<file path="config.mk">
export PLATFORM = sky130hd
export DESIGN_NAME = mlf_top
export DESIGN_NICKNAME = d
export VERILOG_FILES = /design/src/logic/mlf_pkg.sv /design/src/logic/mlf_top.sv
export VERILOG_INCLUDE_DIRS = /design/src /design/src/logic
export SDC_FILE = /design/constraint.sdc
export NUM_CORES = 1
export LEC_CHECK = 0
export BUFFER_PORTS_ARGS = -buffer_cell sky130_fd_sc_hd__buf_2
export CAP_MARGIN = 25
export CORE_AREA = 2 2 222 158
export CTS_CLUSTER_DIAMETER = 200
export DETAILED_ROUTE_END_ITERATION = 7
export DIE_AREA = 0 0 224 160
export PLACE_DENSITY = 0.76
export REMOVE_ABC_BUFFERS = 1
export SLEW_MARGIN = 25
export SYNTH_ARGS = -nofsm -noshare
export SYNTH_HDL_FRONTEND = slang
export SYNTH_SLANG_ARGS = --single-unit
</file>
<file path="constraint.sdc">
create_clock -name pclk -period 2.2 [get_ports pclk]
set_input_delay 0.44 -clock pclk [delete_from_list [all_inputs] [get_ports pclk]]
set_output_delay 0.44 -clock pclk [all_outputs]
set_load 0.01 [all_outputs]
</file>
<file path="src/logic/mlf_cfg.svh">
/*
 Offsets, field positions, reset values and times for the link fail-safe block.
 Assumes a 25 MHz APB clock; times are in milliseconds.
*/
`ifndef MLF_CFG_SVH
`define MLF_CFG_SVH

// Clock rate and documented times
`define MLF_CLK_KHZ     25000
`define MLF_OUT_RST_MS  40
`define MLF_RED_MS      1000
`define MLF_BUS_RED_MS  5000
`define MLF_FLASH_MS    250

// Register byte offsets
`define MLF_OFS_OUT     8'h00
`define MLF_OFS_RECOV   8'h04
`define MLF_OFS_CFG     8'h08
`define MLF_OFS_STAT    8'h0C
`define MLF_OFS_DIN     8'h10
`define MLF_OFS_SHIFT   8'h14
`define MLF_OFS_SHIN    8'h18
`define MLF_OFS_BLK_LO  8'h1C
`define MLF_OFS_BLK_HI  8'h20

// Field positions
`define MLF_CFG_HOLD    0
`define MLF_CFG_ADDR    8
`define MLF_CFG_AN      16
`define MLF_CFG_USE     24
`define MLF_DIN_HI      8
`define MLF_DIN_LO      9
`define MLF_DIN_EXP     16

// Reset values
`define MLF_CFG_RST     32'hFF000100
`define MLF_OUT_RST     16'h0000

`endif

</file>
<file path="src/logic/mlf_pkg.sv">
/*
 Types of the link fail-safe block: indicator codes, pin group and state.
 Assumes mlf_cfg.svh is included by the design file.
*/
package mlf_pkg;

    // Indicator colour codes, one per state
    typedef enum logic [2:0] {
        MLF_OFF,
        MLF_GREEN,
        MLF_RED,
        MLF_ORANGE,
        MLF_YELLOW
    } mlf_led_t;

    // Status pins from the module chain and buses
    typedef struct packed {
        logic        left_link_ok;
        logic        init_active;
        logic        fb_comm_ok;
        logic        fb_supply_ok;
        logic        bb_bus_ok;
        logic        bb_prog_mode;
        logic        base_power_ok;
        logic [7:0]  din;
        logic [15:0] exp_in;
    } mlf_pins_t;

    // Whole state of the block
    typedef struct packed {
        mlf_pins_t   meta;
        mlf_pins_t   sync;
        logic [7:0]  din_prev;
        logic [7:0]  din_filt;
        logic        base_prev;
        logic [15:0] out_req;
        logic [15:0] recov;
        logic [31:0] cfg;
        logic [31:0] shift;
        logic [63:0] blank;
        logic [31:0] loss_cnt;
        logic [31:0] bus_cnt;
        logic [31:0] flash_cnt;
        logic        flash;
        logic [15:0] sw_out;
        mlf_led_t    run_led;
        mlf_led_t    fb_led;
        mlf_led_t    bus_led;
        logic        right_en;
        logic        tx_valid;
        logic [15:0] tx_data;
        logic [3:0]  an_route;
        logic        pready;
        logic        pslverr;
        logic [31:0] prdata;
    } mlf_state_t;

endpackage : mlf_pkg

</file>
<file path="src/logic/mlf_top.sv">
/*
 Link supervision, indicators and fail-safe outputs of an expansion module,
 with an APB register file. Assumes pins are asynchronous to pclk and an
 APB master keeps the request stable until pready.
*/
// Our own choices: the APB interface to the registers and the register addresses.
// Contract
// - Run indicator green linked, red unlinked, orange init
// - Field-bus indicator green, red, flashing at zero
// - Field-bus supply loss cuts links to right
// - Switching outputs reset 40 to 100 ms
// - Bus indicator green, red, orange when programming
// - Base power or link loss zeroes outputs
// - Run indicator red one second after loss
// - Base power return sends recovery states
// - Bus fault: configured reaction, red after 5s
// - Expansion I/O presented in installation order
// - Voltage present reads one, absent zero
// - Constant connectors read one and zero
// - Unused inputs default to a safe level
// - Dual-use inputs digital or analog by selection
// - Middle four inputs usable as fast inputs
// - 32 shift bits and 64 blank outputs
`timescale 1ns/1ps
`include "mlf_cfg.svh"

module mlf_top
    import mlf_pkg::*;
#(
    parameter int unsigned OUT_RST_CYC = `MLF_OUT_RST_MS * `MLF_CLK_KHZ,
    parameter int unsigned RED_CYC     = `MLF_RED_MS * `MLF_CLK_KHZ,
    parameter int unsigned BUS_RED_CYC = `MLF_BUS_RED_MS * `MLF_CLK_KHZ,
    parameter int unsigned FLASH_CYC   = `MLF_FLASH_MS * `MLF_CLK_KHZ
)(
    // Clock and reset
    input  wire logic        pclk,
    input  wire logic        presetn,
    // APB slave
    input  wire logic        psel,
    input  wire logic        penable,
    input  wire logic        pwrite,
    input  wire logic [7:0]  paddr,
    input  wire logic [31:0] pwdata,
    output logic             pready,
    output logic             pslverr,
    output logic [31:0]      prdata,
    // Status pins
    input  wire mlf_pins_t   pins,
    // Outputs and indicators
    output logic [15:0]      sw_out,
    output mlf_led_t         run_led,
    output mlf_led_t         field_bus_indicator,
    output mlf_led_t         bus_led,
    output logic             right_link_en,
    output logic             recov_valid,
    output logic [15:0]      recov_data,
    output logic [3:0]       analog_route
);

    // Dual-use input positions; the fast inputs are fixed at 2 to 5
    localparam int DUAL_A = 0;
    localparam int DUAL_B = 1;
    localparam int DUAL_C = 6;
    localparam int DUAL_D = 7;

    mlf_state_t st;
    mlf_state_t next_st;

    // Known register offset
    function automatic logic is_mapped(input logic [7:0] a);
        is_mapped = (a == `MLF_OFS_OUT)   || (a == `MLF_OFS_RECOV) ||
                    (a == `MLF_OFS_CFG)   || (a == `MLF_OFS_STAT)  ||
                    (a == `MLF_OFS_DIN)   || (a == `MLF_OFS_SHIFT) ||
                    (a == `MLF_OFS_SHIN)  || (a == `MLF_OFS_BLK_LO) ||
                    (a == `MLF_OFS_BLK_HI);
    endfunction : is_mapped

    // Saturating timer step
    function automatic logic [31:0] sat_inc(input logic [31:0] c);
        sat_inc = (c == 32'hFFFFFFFF) ? c : c + 32'h00000001;
    endfunction : sat_inc

    // Digital input word as software sees it
    function automatic logic [31:0] din_word(input mlf_state_t s);
        logic [7:0] d;
        d = s.din_filt & s.cfg[`MLF_CFG_USE +: 8];
        d[DUAL_A] = d[DUAL_A] & ~s.cfg[`MLF_CFG_AN + 0];
        d[DUAL_B] = d[DUAL_B] & ~s.cfg[`MLF_CFG_AN + 1];
        d[DUAL_C] = d[DUAL_C] & ~s.cfg[`MLF_CFG_AN + 2];
        d[DUAL_D] = d[DUAL_D] & ~s.cfg[`MLF_CFG_AN + 3];
        din_word = 32'h00000000;
        din_word[7:0] = d;
        din_word[`MLF_DIN_HI] = 1'b1;
        din_word[`MLF_DIN_LO] = 1'b0;
        din_word[`MLF_DIN_EXP +: 16] = s.sync.exp_in;
    endfunction : din_word

    logic        lost;
    logic        base_rise;
    logic        bus_bad;
    logic        acc;
    logic [31:0] rd;

    // Next-state logic for the whole block
    always_comb
    begin
        next_st = st;
        // Two-stage synchroniser; only the second stage is read
        next_st.meta = pins;
        next_st.sync = st.meta;

        // Slow inputs need two equal samples, middle four go straight
        next_st.din_prev = st.sync.din;
        for (int i = 0; i < 8; i++)
        begin
            if (i >= 2 && i <= 5)
                next_st.din_filt[i] = st.sync.din[i];
            else if (st.sync.din[i] == st.din_prev[i])
                next_st.din_filt[i] = st.din_prev[i];
        end

        // Loss of the left link or field-bus supply
        lost = !st.sync.left_link_ok || !st.sync.fb_supply_ok;
        next_st.loss_cnt = lost ? sat_inc(st.loss_cnt) : 32'h00000000;
        bus_bad = !st.sync.bb_bus_ok;
        next_st.bus_cnt = bus_bad ? sat_inc(st.bus_cnt) : 32'h00000000;
        base_rise = st.sync.base_power_ok && !st.base_prev;
        next_st.base_prev = st.sync.base_power_ok;

        // Right-hand modules lose the link with field-bus supply
        next_st.right_en = st.sync.fb_supply_ok && st.sync.left_link_ok;

        // Run/stop indicator; red only after the one-second grace
        if (st.sync.init_active)
            next_st.run_led = MLF_ORANGE;
        else if (lost && st.loss_cnt >= RED_CYC)
            next_st.run_led = MLF_RED;
        else if (!lost)
            next_st.run_led = MLF_GREEN;

        // Flash timebase, one toggle per half period
        if (st.flash_cnt >= FLASH_CYC - 1)
        begin
            next_st.flash_cnt = 32'h00000000;
            next_st.flash = !st.flash;
        end
        else
            next_st.flash_cnt = st.flash_cnt + 32'h00000001;

        // Field-bus indicator; address zero outranks link state
        if (st.cfg[`MLF_CFG_ADDR +: 5] == 5'h00)
            next_st.fb_led = st.flash ? MLF_YELLOW : MLF_RED;
        else if (st.sync.fb_comm_ok)
            next_st.fb_led = MLF_GREEN;
        else
            next_st.fb_led = MLF_RED;

        // Building-bus indicator; red waits out short glitches
        if (bus_bad && st.bus_cnt >= BUS_RED_CYC)
            next_st.bus_led = MLF_RED;
        else if (!bus_bad && st.sync.bb_prog_mode)
            next_st.bus_led = MLF_ORANGE;
        else if (!bus_bad)
            next_st.bus_led = MLF_GREEN;

        // Recovery states go out once as base power returns
        next_st.tx_valid = base_rise;
        if (base_rise)
            next_st.tx_data = st.recov;

        // APB access phase; one wait state, then pready
        acc = psel && penable && st.pready;
        next_st.pready = psel && penable && !st.pready;
        next_st.pslverr = psel && penable && !st.pready && !is_mapped(paddr);
        if (acc && pwrite)
        begin
            unique case (paddr)
                `MLF_OFS_OUT:    next_st.out_req = pwdata[15:0];
                `MLF_OFS_RECOV:  next_st.recov = pwdata[15:0];
                `MLF_OFS_CFG:    next_st.cfg = pwdata;
                `MLF_OFS_SHIFT:  next_st.shift = pwdata;
                `MLF_OFS_SHIN:   next_st.shift = {st.shift[30:0], pwdata[0]};
                `MLF_OFS_BLK_LO: next_st.blank[31:0] = pwdata;
                `MLF_OFS_BLK_HI: next_st.blank[63:32] = pwdata;
                default:         next_st.out_req = st.out_req;
            endcase
        end
        next_st.an_route = st.cfg[`MLF_CFG_AN +: 4];

        // Read mux, loaded with the answer
        unique case (paddr)
            `MLF_OFS_OUT:    rd = {16'h0000, st.out_req};
            `MLF_OFS_RECOV:  rd = {16'h0000, st.recov};
            `MLF_OFS_CFG:    rd = st.cfg;
            `MLF_OFS_STAT:   rd = {16'h0000, st.sw_out[0], st.right_en,
                                   st.sync.base_power_ok, st.sync.bb_bus_ok,
                                   st.sync.fb_supply_ok, st.sync.left_link_ok,
                                   1'b0, st.bus_led, st.fb_led, st.run_led};
            `MLF_OFS_DIN:    rd = din_word(st);
            `MLF_OFS_SHIFT:  rd = st.shift;
            `MLF_OFS_BLK_LO: rd = st.blank[31:0];
            `MLF_OFS_BLK_HI: rd = st.blank[63:32];
            default:         rd = 32'h00000000;
        endcase
        if (psel && penable && !st.pready && !pwrite)
            next_st.prdata = rd;

        // Fail-safe output priority: power, recovery, link, bus
        if (!st.sync.base_power_ok)
            next_st.sw_out = `MLF_OUT_RST;
        else if (base_rise)
            next_st.sw_out = st.recov;
        else if (lost && st.loss_cnt >= OUT_RST_CYC)
            next_st.sw_out = `MLF_OUT_RST;
        else if (bus_bad && !st.cfg[`MLF_CFG_HOLD])
            next_st.sw_out = `MLF_OUT_RST;
        else if (!(bus_bad && st.cfg[`MLF_CFG_HOLD]))
            next_st.sw_out = st.out_req;
    end

    // State register
    always_ff @(posedge pclk or negedge presetn)
    begin
        if (!presetn)
        begin
            st <= '0;
            st.cfg <= `MLF_CFG_RST;
        end
        else
            st <= next_st;
    end

    // Outputs straight from the state flops
    assign pready = st.pready;
    assign pslverr = st.pslverr;
    assign prdata = st.prdata;
    assign sw_out = st.sw_out;
    assign run_led = st.run_led;
    assign field_bus_indicator = st.fb_led;
    assign bus_led = st.bus_led;
    assign right_link_en = st.right_en;
    assign recov_valid = st.tx_valid;
    assign recov_data = st.tx_data;
    assign analog_route = st.an_route;

    // Checks on the indicators, fail-safe paths and inputs
    a_init_orange: assert property (@(posedge pclk) disable iff (!presetn)
        st.sync.init_active |=> run_led == MLF_ORANGE)
        else $error("init phase without orange run indicator");

    a_zero_flash: assert property (@(posedge pclk) disable iff (!presetn)
        st.cfg[`MLF_CFG_ADDR +: 5] == 5'h00 |=>
        field_bus_indicator == MLF_RED || field_bus_indicator == MLF_YELLOW)
        else $error("address zero not flashing red/yellow");

    a_right_cut: assert property (@(posedge pclk) disable iff (!presetn)
        !st.sync.fb_supply_ok |=> !right_link_en)
        else $error("right link kept without field-bus supply");

    a_out_kill: assert property (@(posedge pclk) disable iff (!presetn)
        (lost && st.loss_cnt >= OUT_RST_CYC && st.sync.base_power_ok && !base_rise)
        |=> sw_out == 16'h0000)
        else $error("outputs not reset after link loss");

    a_prog_orange: assert property (@(posedge pclk) disable iff (!presetn)
        (st.sync.bb_bus_ok && st.sync.bb_prog_mode) |=> bus_led == MLF_ORANGE)
        else $error("programming mode not orange");

    a_power_zero: assert property (@(posedge pclk) disable iff (!presetn)
        !st.sync.base_power_ok [*2] |=> sw_out == 16'h0000)
        else $error("outputs live without base power");

    a_red_delay: assert property (@(posedge pclk) disable iff (!presetn)
        $rose(run_led == MLF_RED) |-> $past(st.loss_cnt) >= RED_CYC)
        else $error("run indicator red too early");

    a_recov_send: assert property (@(posedge pclk) disable iff (!presetn)
        base_rise |=> recov_valid && recov_data == $past(st.recov)
        ##1 !recov_valid)
        else $error("recovery states not sent once");

    a_bus_red: assert property (@(posedge pclk) disable iff (!presetn)
        $rose(bus_led == MLF_RED) |-> $past(st.bus_cnt) >= BUS_RED_CYC)
        else $error("bus red before five seconds");

    a_const_read: assert property (@(posedge pclk) disable iff (!presetn)
        (psel && penable && !pwrite && !pready && paddr == `MLF_OFS_DIN)
        |=> prdata[`MLF_DIN_HI +: 2] == 2'b01)
        else $error("constant connectors misread");

    a_run_green: assert property (@(posedge pclk) disable iff (!presetn)
        (!st.sync.init_active && !lost) |=> run_led == MLF_GREEN)
        else $error("linked module not showing green");

    a_fast_pass: assert property (@(posedge pclk) disable iff (!presetn)
        1'b1 |=> st.din_filt[5:2] == $past(st.sync.din[5:2]))
        else $error("fast inputs delayed by the filter");

    a_bus_zero: assert property (@(posedge pclk) disable iff (!presetn)
        (!st.sync.bb_bus_ok && !st.cfg[`MLF_CFG_HOLD] && !base_rise)
        |=> sw_out == 16'h0000)
        else $error("outputs live on bus fault without hold");

endmodule : mlf_top

</file>
## Yosys cells after proc, flatten, opt, wreduce, memory -nomap -nowiden

Index checks and enable logic that the tools add are counted.

| storage, ports and cells | value |
|---|---|
| bits in registers | 417 |
| latch bits | 0 |
| memory bits (writable) | 0 |
| memory bits (read-only) | 0 |
| output and inout bits | 81 |
| word-level logic and storage cells | 143 |
| memories | 0 |

| operators by class | value |
|---|---|
| add/subtract/negate cells | 3 |
| multiply operators | 0 |
| div/mod/pow operators | 0 |
| magnitude comparators | 4 |
| eq/ne operators | 18 |
| shift operators | 0 |
| multiplexer cells | 21 |
| bitwise gates (word level) | 9 |
| reduce and logical (&&, ||, !) cells | 42 |

Operators by type and width:

| cell | number |
|---|---|
| $pmux W32 S8 | 1 |
| $mux W32 | 5 |
| $add A32 B1 Y32 const B | 3 |
| $mux W16 | 5 |
| $eq A32 B32 Y1 const B | 2 |
| $pmux W32 S2 | 1 |
| $eq A8 B5 Y1 const B | 4 |
| $ge A32 B20 Y1 const B | 1 |
| $ge A32 B23 Y1 const B | 1 |
| $ge A32 B25 Y1 const B | 1 |
| $ge A32 B27 Y1 const B | 1 |
| $mux W3 | 8 |
| $eq A8 B4 Y1 const B | 2 |
| $logic_and A1 B1 Y1 | 14 |
| $reduce_and A2 Y1 | 6 |
| $logic_not A1 Y1 | 9 |
| $logic_or A1 B1 Y1 | 9 |
| $and A8 B8 Y8 | 1 |
| $eq A8 B3 Y1 const B | 1 |
| $eq A8 B6 Y1 const B | 1 |
| $logic_not A8 Y1 | 1 |
| $logic_not A5 Y1 | 1 |
| $ne A5 B5 Y1 const B | 1 |
| $and A1 B1 Y1 | 4 |
| 7 further kinds | 14 |

## Longest topological paths before layout

Gate-level depths: netlist (run 1).

| depth | value |
|---|---|
| word-level depth | 11 |
| depth in mapped cells | 9 |
| depth with buffers taken out | 6 |

## Worst setup path after synthesis (run 1)

OpenSTA, ideal clock, no wires.

| timing path | value |
|---|---|
| path kind | input to register |
| from | input port paddr[2] |
| to | register st[327] in the netlist's numbering |
| data arrival time | 2.173 ns |
| setup slack | -0.097 ns |
| stages | 7 |
| path buffers | 3 |
| cells stage by stage | buf_2 > nor4_2 > and2_1 > and2_1 > buf_2 > buf_4 > mux2_2 |

| on the way | value |
|---|---|
| longest elaborated chain between the ends | 2 |

RTL lines:

| element | RTL line | RTL |
|---|---|---|
| from (decl) | mlf_top.sv:42 | `input wire logic [7:0] paddr,` |
| $logic_not A8 Y1 | mlf_top.sv:177 | `unique case (paddr)` |
| $reduce_and A2 Y1 (no source line) | - |  |
| to (signal assigned) | mlf_top.sv:230 | `st <= next_st;` |
| to (decl) | mlf_top.sv:66 | `mlf_state_t st;` |

Every way passes these cells.
A chain may end at the register's enable or synchronous reset.

## Worst setup path in the final report (run 1)

| timing path | value |
|---|---|
| from | register st[146] in the netlist's numbering |
| to | register st[172] in the netlist's numbering |

| on the way | value |
|---|---|
| longest elaborated chain between the ends | 3 |

RTL lines:

| element | RTL line | RTL |
|---|---|---|
| $add A32 B1 Y32 | mlf_top.sv:80 | `sat_inc = (c == 32'hFFFFFFFF) ? c : c + 32'h00000001;` |
| $mux W32 | mlf_top.sv:80 |  |
| $mux W32 | mlf_top.sv:124 | `next_st.loss_cnt = lost ? sat_inc(st.loss_cnt) : 32'h00000000;` |

Parallel ways exist; a longest one is shown, timed or not. The select of a mux whose other input is x is not followed.

==> results.ini, run 1 <==
[status]
status = completed

[timing]
rsz0062_at_grt = yes
skew_ps = 16.19
holdWs_ps = 16.79
slew_headroom = 0.5427
finalCritPeriodShare = 0.9627
setup_tns_ps = 0
timing.fmax_mhz = 472.1
hold_viol_final = 0
slew_viol_final = 0
fin_ws_ps = 82.00
worst_pin_slew_ps = 679.7
setup_viol = 0
period_needed_ps = 2118

[yosys]
async_flop_share = 1.000
synth_cells = 1564
ys.flop_type = dfrtp_1
syn_area_per_cell_um2 = 11.53
yosys.area.top_type = dfrtp_1
syn_area_mm2 = 0.01803
synth-seq-cells = 411
yosysUniqueCellTypes = 79
yosysTopAreaCellShare = 0.5578
ys_warn_count = 0
yosysSeqAreaShare = 0.5709
synth-edff-count = 0
synth_area_leaders = dfrtp_1 (56%), mux2_2 (8.2%), buf_4 (3.5%), nand2_1 (2.8%), nor2_1 (2.4%)

[placed_design]
gp_congestion = 0.8775
post_dp_cell_area_mm2 = 0.01964
pre_cts_ws_ps = -112.3
io_buffer_count = 154
hpwl_mm = 33.47

[finish]
syn_to_final_growth_pct = 17.77
nFillCells = 2587
fin_nets = 1826
multiInputGateArea_mm2 = 0.006829
most-common-layout-cells = dfrtp_1 (400), buf_2 (153), nand2_1 (132)
mostFrequentLayoutCell = dfrtp_1
regArea_mm2 = 0.01030
drive_gt1_frac = 0.2926
final_area_mm2 = 0.02124

[power]
pwr-share-comb = 0.064
switching_share = 0.2333
p_int_mw = 12.15
p_leak_nw = 9.869
p_per_area_mw_per_mm2 = 746.0
total_power_mw = 15.84
p_seq_frac = 0.502
p_clk_frac = 0.433
power.switching_mw = 3.696
peakVddDrop_v = 0.0006621

[critical_path]
path_depth = 6
crit_required_ps = 2670
crit_path_start_kind = flip-flop
r2r-end = st[172]
cp_num_buf_inv = 0
path_cells = ha_2 -> nand4_1 -> or4_4 -> or4b_4 -> or3_1 -> a21oi_1
worstReg2RegStart = st[146]
critPathTopFamily = simple AND/OR/NAND/NOR gates
cp_max_fo = 2
critPathKind = flip-flop to flip-flop
critPathLaunch = st[146]
r2r_cells = 6
reg2reg_slack_ps = 80
slowest_stage = or4b_4
critPathMaxStageDelay_ps = 490
endpoint = st[172]
arrival_ps = 2590
end_kind = flip-flop

[routing]
wl_mm = 48.72
antenna_left = 0
drcViolationCount = 0
drt_pass1_iterations = 7
vias_per_cell = 6.146
wl_per_cell_um = 21.93
vias = 13650
drt_iter0_markers = 1551

[worst_hold_path]
hp-class = primary input to flip-flop

[clock_network]
htree_levels = 2
tritoncts_num_sinks = 411
root_buffer = clkbuf_16
cts_tree = yes
cts_buffer_depth = 3
clkSlewWorstSetupHoldPaths_ps = 60
cts_buffers = 38
clock_latency_ps = 550

[grt]
grt_max_degree = 64
grt_first_pass_wirelength_mm = 76.60
first_global_vias = 13600
track_usage = 0.2749
antenna_found_initial = 6
gr-total-overflow = 0

[die]
start_util = 0.5301
die_w_um = 224
die_h_um = 160
die_area_mm2 = 0.03584
core_area_mm2 = 0.03402
ioPinCount = 157
rows = 57

[run]
drv_cap = 0

## power by group through the flow
stage | registers, mW | clock network [mW] | logic [mW]
global route | 7.98 | 7.25 | 1.13
global placement | 8.09 | 0 | 0.947
CTS | 7.96 | 6.97 | 1.01
floorplan | 8.13 | 0 | 0.268
finish | 7.96 | 6.87 | 1.02
detailed placement | 8.09 | 0 | 0.976
## timing repair
action,in CTS,in global routing
hold buffers,22,0
endpoints found under the hold margin,63,0
buffers inserted,0,1
resized for setup,0,14
setup endpoints to repair,0,18
## sequential cells by signal, summed over array words and instances (netlist names)
register	count
recov_valid	1
prdata	32
analog_route	4
run_led	2
st	288
recov_data	16
pready	1
bus_led	2
next_st	44
pslverr	1
field_bus_indicator	3
right_link_en	1
sw_out	16
## metal layers
metal | wire (um) | track usage
met1 | 20470 | 0.3877
met2 | 22430 | 0.4225
met3 | 4302 | 0.06311
met4 | 1490 | 0.09515
met5 | 21 | 0
## worst min path at each step
stage / from / endpoint / slack [ps] / depth (start not counted)
2_1_floorplan: presetn / analog_route[0] / 140 / 0
3_3_place_gp: next_st[383] / st[383] / 330 / 0
3_5_place_dp: next_st[385] / st[385] / 330 / 0
4_1_cts: pins[24] / next_st[379] / 0.9 / 1
5_1_grt: pins[20] / next_st[375] / 5 / 1
6_report: pins[0] / next_st[355] / 20 / 1
## Yosys cell counts (4+ instances only)
cell type,number
a211o_1,4
a211oi_1,6
a21oi_1,54
a221oi_1,8
a222oi_1,27
a22o_1,6
a22oi_1,39
a31oi_1,30
and2_0,4
and2_1,10
and3_1,17
and4_1,11
buf_2,21
buf_4,83
clkbuf_1,60
dfrtp_1,402
dfstp_2,9
ha_1,5
inv_1,13
maj3_1,4
mux2_2,131
mux2i_1,34
nand2_1,133
nand3_1,31
nand4_1,30
nor2_1,116
nor2b_1,5
nor3_1,19
nor4_1,15
o2111ai_1,4
o211ai_1,5
o21ai_0,53
o22a_1,4
o31ai_1,24
or3_1,16
or4_1,19
xnor2_1,27
xor2_1,19
## metrics by stage
step / util / cells
6_report: 0.6243 / 2221
3_5_place_dp: 0.5774 / 2124
2_1_floorplan: - / 1405
3_3_place_gp: 0.5774 / 2124
5_1_grt: 0.6241 / 2218
4_1_cts: 0.6219 / 2215
## cell type report
| class | count | area share |
|---|---|---|
| Sequential cell | 411 | 0.4849 |
| Multi-Input combinational cell | 980 | 0.3215 |
| Timing Repair Buffer | 300 | 0.1037 |
| Clock buffer | 50 | 0.05084 |
| Tap cell | 442 | 0.02604 |
| Clock inverter | 19 | 0.009956 |
| Inverter | 14 | 0.002474 |
| Antenna cell | 5 | 0.0005891 |
## cell families (layout without fill, tap and decap cells)
logic type,count (synthesis),after routing,synth area share
flops,411,411,0.5709
xor+xnor,46,46,0.02234
compound gates,293,293,0.1130
fa+ha+maj,9,9,0.005689
buf+inv,183,383,0.05814
simple gates,456,456,0.1290
other cells,1,16,0.0002079
mux,165,165,0.1007
No activity file was read; power rests on OpenSTA's default activity.
==> run 2: changes to the inputs <==
--- a/config.mk
+++ b/config.mk
@@ -8,11 +8,13 @@
 export LEC_CHECK = 0
 export BUFFER_PORTS_ARGS = -buffer_cell sky130_fd_sc_hd__buf_2
 export CAP_MARGIN = 25
-export CORE_AREA = 2 2 222 158
+export CELL_PAD_IN_SITES_DETAIL_PLACEMENT = 1
+export CELL_PAD_IN_SITES_GLOBAL_PLACEMENT = 2
+export CORE_AREA = 2 2 271 193
 export CTS_CLUSTER_DIAMETER = 200
 export DETAILED_ROUTE_END_ITERATION = 7
-export DIE_AREA = 0 0 224 160
-export PLACE_DENSITY = 0.76
+export DIE_AREA = 0 0 273 195
+export PLACE_DENSITY_LB_ADDON = 0.1
 export REMOVE_ABC_BUFFERS = 1
 export SLEW_MARGIN = 25
 export SYNTH_ARGS = -nofsm -noshare
==> results.ini, run 2 (synthesis gave the netlist of run 1 again) <==
[status]
status = completed

[finish]
drive_gt1_frac = 0.2983  ; +0.005774
most-common-layout-cells = dfrtp_1 (400), buf_2 (153), nand2_1 (131), mux2_2 (131), nor2_1 (116)
fin_nets = 1846  ; +1.1%
instances_no_fill = 2476  ; +11%
final_area_mm2 = 0.02196  ; +3.4%
largest-register = st
syn_to_final_growth_pct = 21.74
mostFrequentLayoutCell = dfrtp_1
largest_register_ffs = 288  ; unchanged

[timing]
timing.fmax_mhz = 465.2  ; -1.5%
finalCritPeriodShare = 0.9771  ; +0.01439
slew_headroom = 0.6489  ; +0.1062
hold_viol_final = 0  ; unchanged
setup_tns_ps = 0  ; unchanged
rsz0062_at_grt = yes
skew_ps = 11.33  ; -4.858 ps
period_needed_ps = 2150  ; +31.66 ps
setup_viol = 0  ; unchanged
slew_viol_final = 0  ; unchanged
worst_pin_slew_ps = 513.4  ; -166.3 ps

[placed_design]
post_dp_cell_area_mm2 = 0.02004  ; +2.0%
io_buffer_count = 154  ; unchanged
hpwl_mm = 38.95  ; +16%
gp_congestion = 0.8005  ; -8.8%
dp_cells = 2362  ; +11%

[worst_hold_path]
hold_depth = 1  ; unchanged
hp-class = primary input to flip-flop

[grt]
first_global_vias = 14010  ; +3.0%
gr-total-overflow = 0  ; unchanged
grt_first_pass_wirelength_mm = 86.04  ; +12%
grt_max_degree = 69  ; +7.8%
antenna_found_initial = 3  ; -3
track_usage = 0.2077  ; -0.06724

[critical_path]
crit_path_start_kind = flip-flop
arrival_ps = 2610  ; +20 ps
cp_max_fo = 8  ; +6
critPathKind = flip-flop to flip-flop
r2r_cells = 7  ; +1
crit_required_ps = 2660  ; about the same
end_kind = flip-flop

[routing]
highest_layer = met5
dr_wl_met2_mm = 24.21  ; +7.9%
met3_length_mm = 2.428  ; -44%
drcViolationCount = 0  ; unchanged
antenna_left = 0  ; unchanged
drt_iter0_markers = 996  ; -36%
wl_per_cell_um = 22.34  ; +1.9%
vias = 13270  ; -2.8%
wl_mm = 55.32  ; +14%
wl_met1_mm = 27.85  ; +36%
vias_per_cell = 5.358  ; -13%
drt_pass1_iterations = 7  ; unchanged

[clock_network]
cts_buffers = 43  ; +13%
htree_levels = 2  ; unchanged
cts_buffer_depth = 3  ; unchanged
tritoncts_num_sinks = 411  ; unchanged
root_buffer = clkbuf_16
clock_latency_ps = 560  ; about the same
clkSlewWorstSetupHoldPaths_ps = 60  ; about the same
cts_tree = yes

[power]
total_power_mw = 16.54  ; +4.4%
p_per_area_mw_per_mm2 = 753.4  ; +1.0%
p_leak_nw = 10.06  ; +1.9%
peakVddDrop_v = 0.0004720  ; -29%

[die]
die_w_um = 273  ; +22%
core_area_mm2 = 0.05042  ; +48%
rows = 69  ; +21%
die_area_mm2 = 0.05324  ; +49%
ioPinCount = 157  ; unchanged
die_h_um = 195  ; +22%
start_util = 0.3577  ; -0.1724

[run]
drv_cap = 0  ; unchanged

[run 2: metal layers]
metal,up-vias,GRT usage
met5,-,0
met4,2,0.03724
met3,58,0.02988
met2,259,0.3133
met1,6926,0.3188
li1,6021,-
[run 2: repair_timing]
action / CTS / global route
setup endpoints to repair: 0 / 22
hold buffers: 31 / 0
buffers inserted: 0 / 0
endpoints found under the hold margin: 62 / 0
gates resized for setup: 0 / 23
[run 2: power breakdown]
group          leakage [nW]  total, mW  switching, mW  internal, mW
logic                  3.93       1.07          0.641         0.430
registers              5.41       7.97          0.168          7.80
clock network         0.714       7.50           3.11          4.39
total                  10.1       16.5           3.92          12.6
[run 2: layout make-up]
cell class	count	area [um^2]
clock inverters	14	166.4
flip-flops and latches	411	10300
repair buffers	315	2397
fillers	5407	28460
diodes	2	5.005
well taps	674	843.3
clock buffers	66	1284
inverters	14	52.55
multi-input cells	980	6909
[run 2: worst paths after layout]
path,from,to,slack [ps]
max in group asynchronous,presetn,sw_out[5],1040
worst min-delay path,pins[26],next_st[381],60
min in group asynchronous,presetn,st[157],380
worst max-delay path,st[152],sw_out[9],50
worst max register to register,st[152],sw_out[9],50
worst min register to register,next_st[368],st[368],340
[run 2: stage by stage]
step / utilization / hold slack (ps) / setup WS (ps)
global placement: 0.3975 / 331.3 / -101.6
CTS: 0.4324 / 26.45 / 11.21
detailed placement: 0.3975 / 335.7 / -165.0
finish: 0.4355 / 58.78 / 50.34
global route: 0.4354 / 31.75 / -28.13
floorplan: - / 144.4 / -2267
[run 2: worst max-delay path, stage by stage, from the launching register on]
cell and delay [ps]:
dfrtp_1 410, buf_4 160, or3_4 330, a211o_1 350
o2111ai_4 100, o2111ai_4 210, clkbuf_16 240, o31ai_1 250
==> run 3: changes to the inputs <==
--- a/config.mk
+++ b/config.mk
@@ -6,14 +6,14 @@
 export SDC_FILE = /design/constraint.sdc
 export NUM_CORES = 1
 export LEC_CHECK = 0
-export BUFFER_PORTS_ARGS = -buffer_cell sky130_fd_sc_hd__buf_2
 export CAP_MARGIN = 25
 export CELL_PAD_IN_SITES_DETAIL_PLACEMENT = 1
 export CELL_PAD_IN_SITES_GLOBAL_PLACEMENT = 2
-export CORE_AREA = 2 2 271 193
+export CORE_AREA = 2 2 261 185
 export CTS_CLUSTER_DIAMETER = 200
 export DETAILED_ROUTE_END_ITERATION = 7
-export DIE_AREA = 0 0 273 195
+export DIE_AREA = 0 0 263 187
+export DONT_BUFFER_PORTS = 1
 export PLACE_DENSITY_LB_ADDON = 0.1
 export REMOVE_ABC_BUFFERS = 1
 export SLEW_MARGIN = 25
==> results.ini, run 3 (synthesis gave the netlist of run 1 again) <==
[grt]
grt_first_pass_wirelength_mm = 82.59  ; -4.0%
first_global_vias = 13230  ; -5.5%
antenna_found_initial = 0  ; -3
track_usage = 0.2160  ; +0.008277
gr-total-overflow = 0  ; unchanged
grt_max_degree = 412  ; +500%

[die]
die_h_um = 187  ; -4.1%
rows = 67  ; -2.9%
core_area_mm2 = 0.04711  ; -6.6%
ioPinCount = 157  ; unchanged
die_w_um = 263  ; -3.7%
start_util = 0.3828  ; +0.02510
die_area_mm2 = 0.04918  ; -7.6%

[finish]
final_area_mm2 = 0.02100  ; -4.4%
syn_to_final_growth_pct = 16.44
nFillCells = 4955  ; -8.4%
most-common-layout-cells = dfrtp_1 (399), nand2_1 (131), mux2_2 (131)
largest-register = st
mostFrequentLayoutCell = dfrtp_1
largest_register_ffs = 288  ; unchanged
n_antenna_cell = 0  ; -2
instances_no_fill = 2273  ; -8.2%
fin_nets = 1696  ; -8.1%
final_core_util = 0.4457  ; +0.01027
drive_gt1_frac = 0.2203  ; -0.07799

[timing]
setup_viol = 0  ; unchanged
finalCritPeriodShare = 0.9824  ; +0.005248
slew_viol_final = 220  ; +220
worst_pin_slew_ps = 1847  ; +1334 ps
setup_tns_ps = 0  ; unchanged
period_needed_ps = 2161  ; +11.54 ps
timing.fmax_mhz = 462.7  ; -0.53%
holdWs_ps = -412.6  ; -471.4 ps
rsz0062_at_grt = yes
slew_headroom = -0.2316  ; -0.8805
hold_viol_final = 347  ; +347
skew_ps = 17.43  ; +6.096 ps

[worst_hold_path]
hp-class = primary input to async pin

[routing]
vias_per_cell = 5.582  ; +4.2%
wl_mm = 53.16  ; -3.9%
drt_iter0_markers = 846  ; -15%
vias = 12690  ; -4.4%
drcViolationCount = 0  ; unchanged
wl_per_cell_um = 23.39  ; +4.7%
drt_pass1_iterations = 8  ; +1
antenna_left = 0  ; unchanged

[clock_network]
tritoncts_num_sinks = 411  ; unchanged
clkSlewWorstSetupHoldPaths_ps = 60  ; about the same
cts_tree = yes
clock_latency_ps = 560  ; about the same
htree_levels = 2  ; unchanged
cts_buffers = 45  ; +4.7%
root_buffer = clkbuf_16
cts_buffer_depth = 3  ; unchanged

[critical_path]
end_kind = flip-flop
crit_path_start_kind = flip-flop
critPathKind = flip-flop to flip-flop
arrival_ps = 2640  ; +30 ps
cp_max_fo = 5  ; -3
crit_required_ps = 2680  ; +20 ps

[power]
peakVddDrop_v = 0.0005128  ; +8.6%
p_per_area_mw_per_mm2 = 775.4  ; +2.9%
p_leak_nw = 9.347  ; -7.0%

[placed_design]
hpwl_mm = 35.66  ; -8.4%
gp_congestion = 0.7974  ; -0.39%
dp_cells = 2136  ; -9.6%
post_dp_cell_area_mm2 = 0.01891  ; -5.6%
io_buffer_count = 0  ; -100%

[status]
violations = negative hold slack, max-slew violations
status = complete, but fails checks

[run]
drv_cap = 0  ; unchanged

-- run 3: worst paths after layout --
path	from	end	slack (ps)	cells after the start
setup / recovery	st[151]	st[172]	40	5
hold / removal	presetn	st[175]	-410	0
setup reg to reg	st[151]	st[172]	40	5
hold reg to reg	next_st[377]	next_st[353]	350	0
max in group asynchronous	presetn	st[121]	1020	0
min in group pclk	pwdata[18]	st[228]	30	1
-- run 3: final cells by class --
type                            count  area, um^2  share of cell area
Multi-Input combinational cell    980        6825              0.3250
Inverter                           14       52.55            0.002502
Clock inverter                     13       165.2            0.007865
Sequential cell                   411       10300              0.4905
Timing Repair Buffer              163        1546             0.07364
Clock buffer                       71        1334             0.06351
Tap cell                          621       777.0             0.03700
-- run 3: power by group --
group	internal [mW]	switching, mW	total (mW)
registers	7.81	0.260	8.07
clock network	4.53	3.14	7.67
logic	0.271	0.279	0.550
total	12.6	3.67	16.3
-- run 3: per-stage QoR --
step                setup WS [ps]  power (mW)
finish                      38.80       16.28
CTS                         16.42       16.52
global route               -108.8       16.96
detailed placement         -7.307       8.665
floorplan                   -2267       8.393
global placement            21.49       8.649
-- run 3: routing by layer --
layer  global-route usage  vias up  part of all wire  wire length (um)
li1                     -     5730                 -                 -
met5                    0        -                 0                 0
met1               0.3226     6652              0.49             26140
met2               0.3171      247              0.43             22840
met3              0.05345       58             0.062              3291
met4              0.04505        0             0.017               896
-- run 3: worst max-delay path, cell delays in order, from the launching register on --
cell,delay (ps)
dfrtp_1,400
nand4_2,180
or4_4,570
or4b_1,490
or3_1,320
a21oi_1,140
-- run 3: repair_timing --
action,4_1_cts,5_1_grt
pin swaps,0,3
buffers inserted,0,5
gates resized for setup,1,12
hold buffers,44,3
cloned,0,1
endpoints found under the setup margin,1,27
endpoints found under the hold margin,458,414
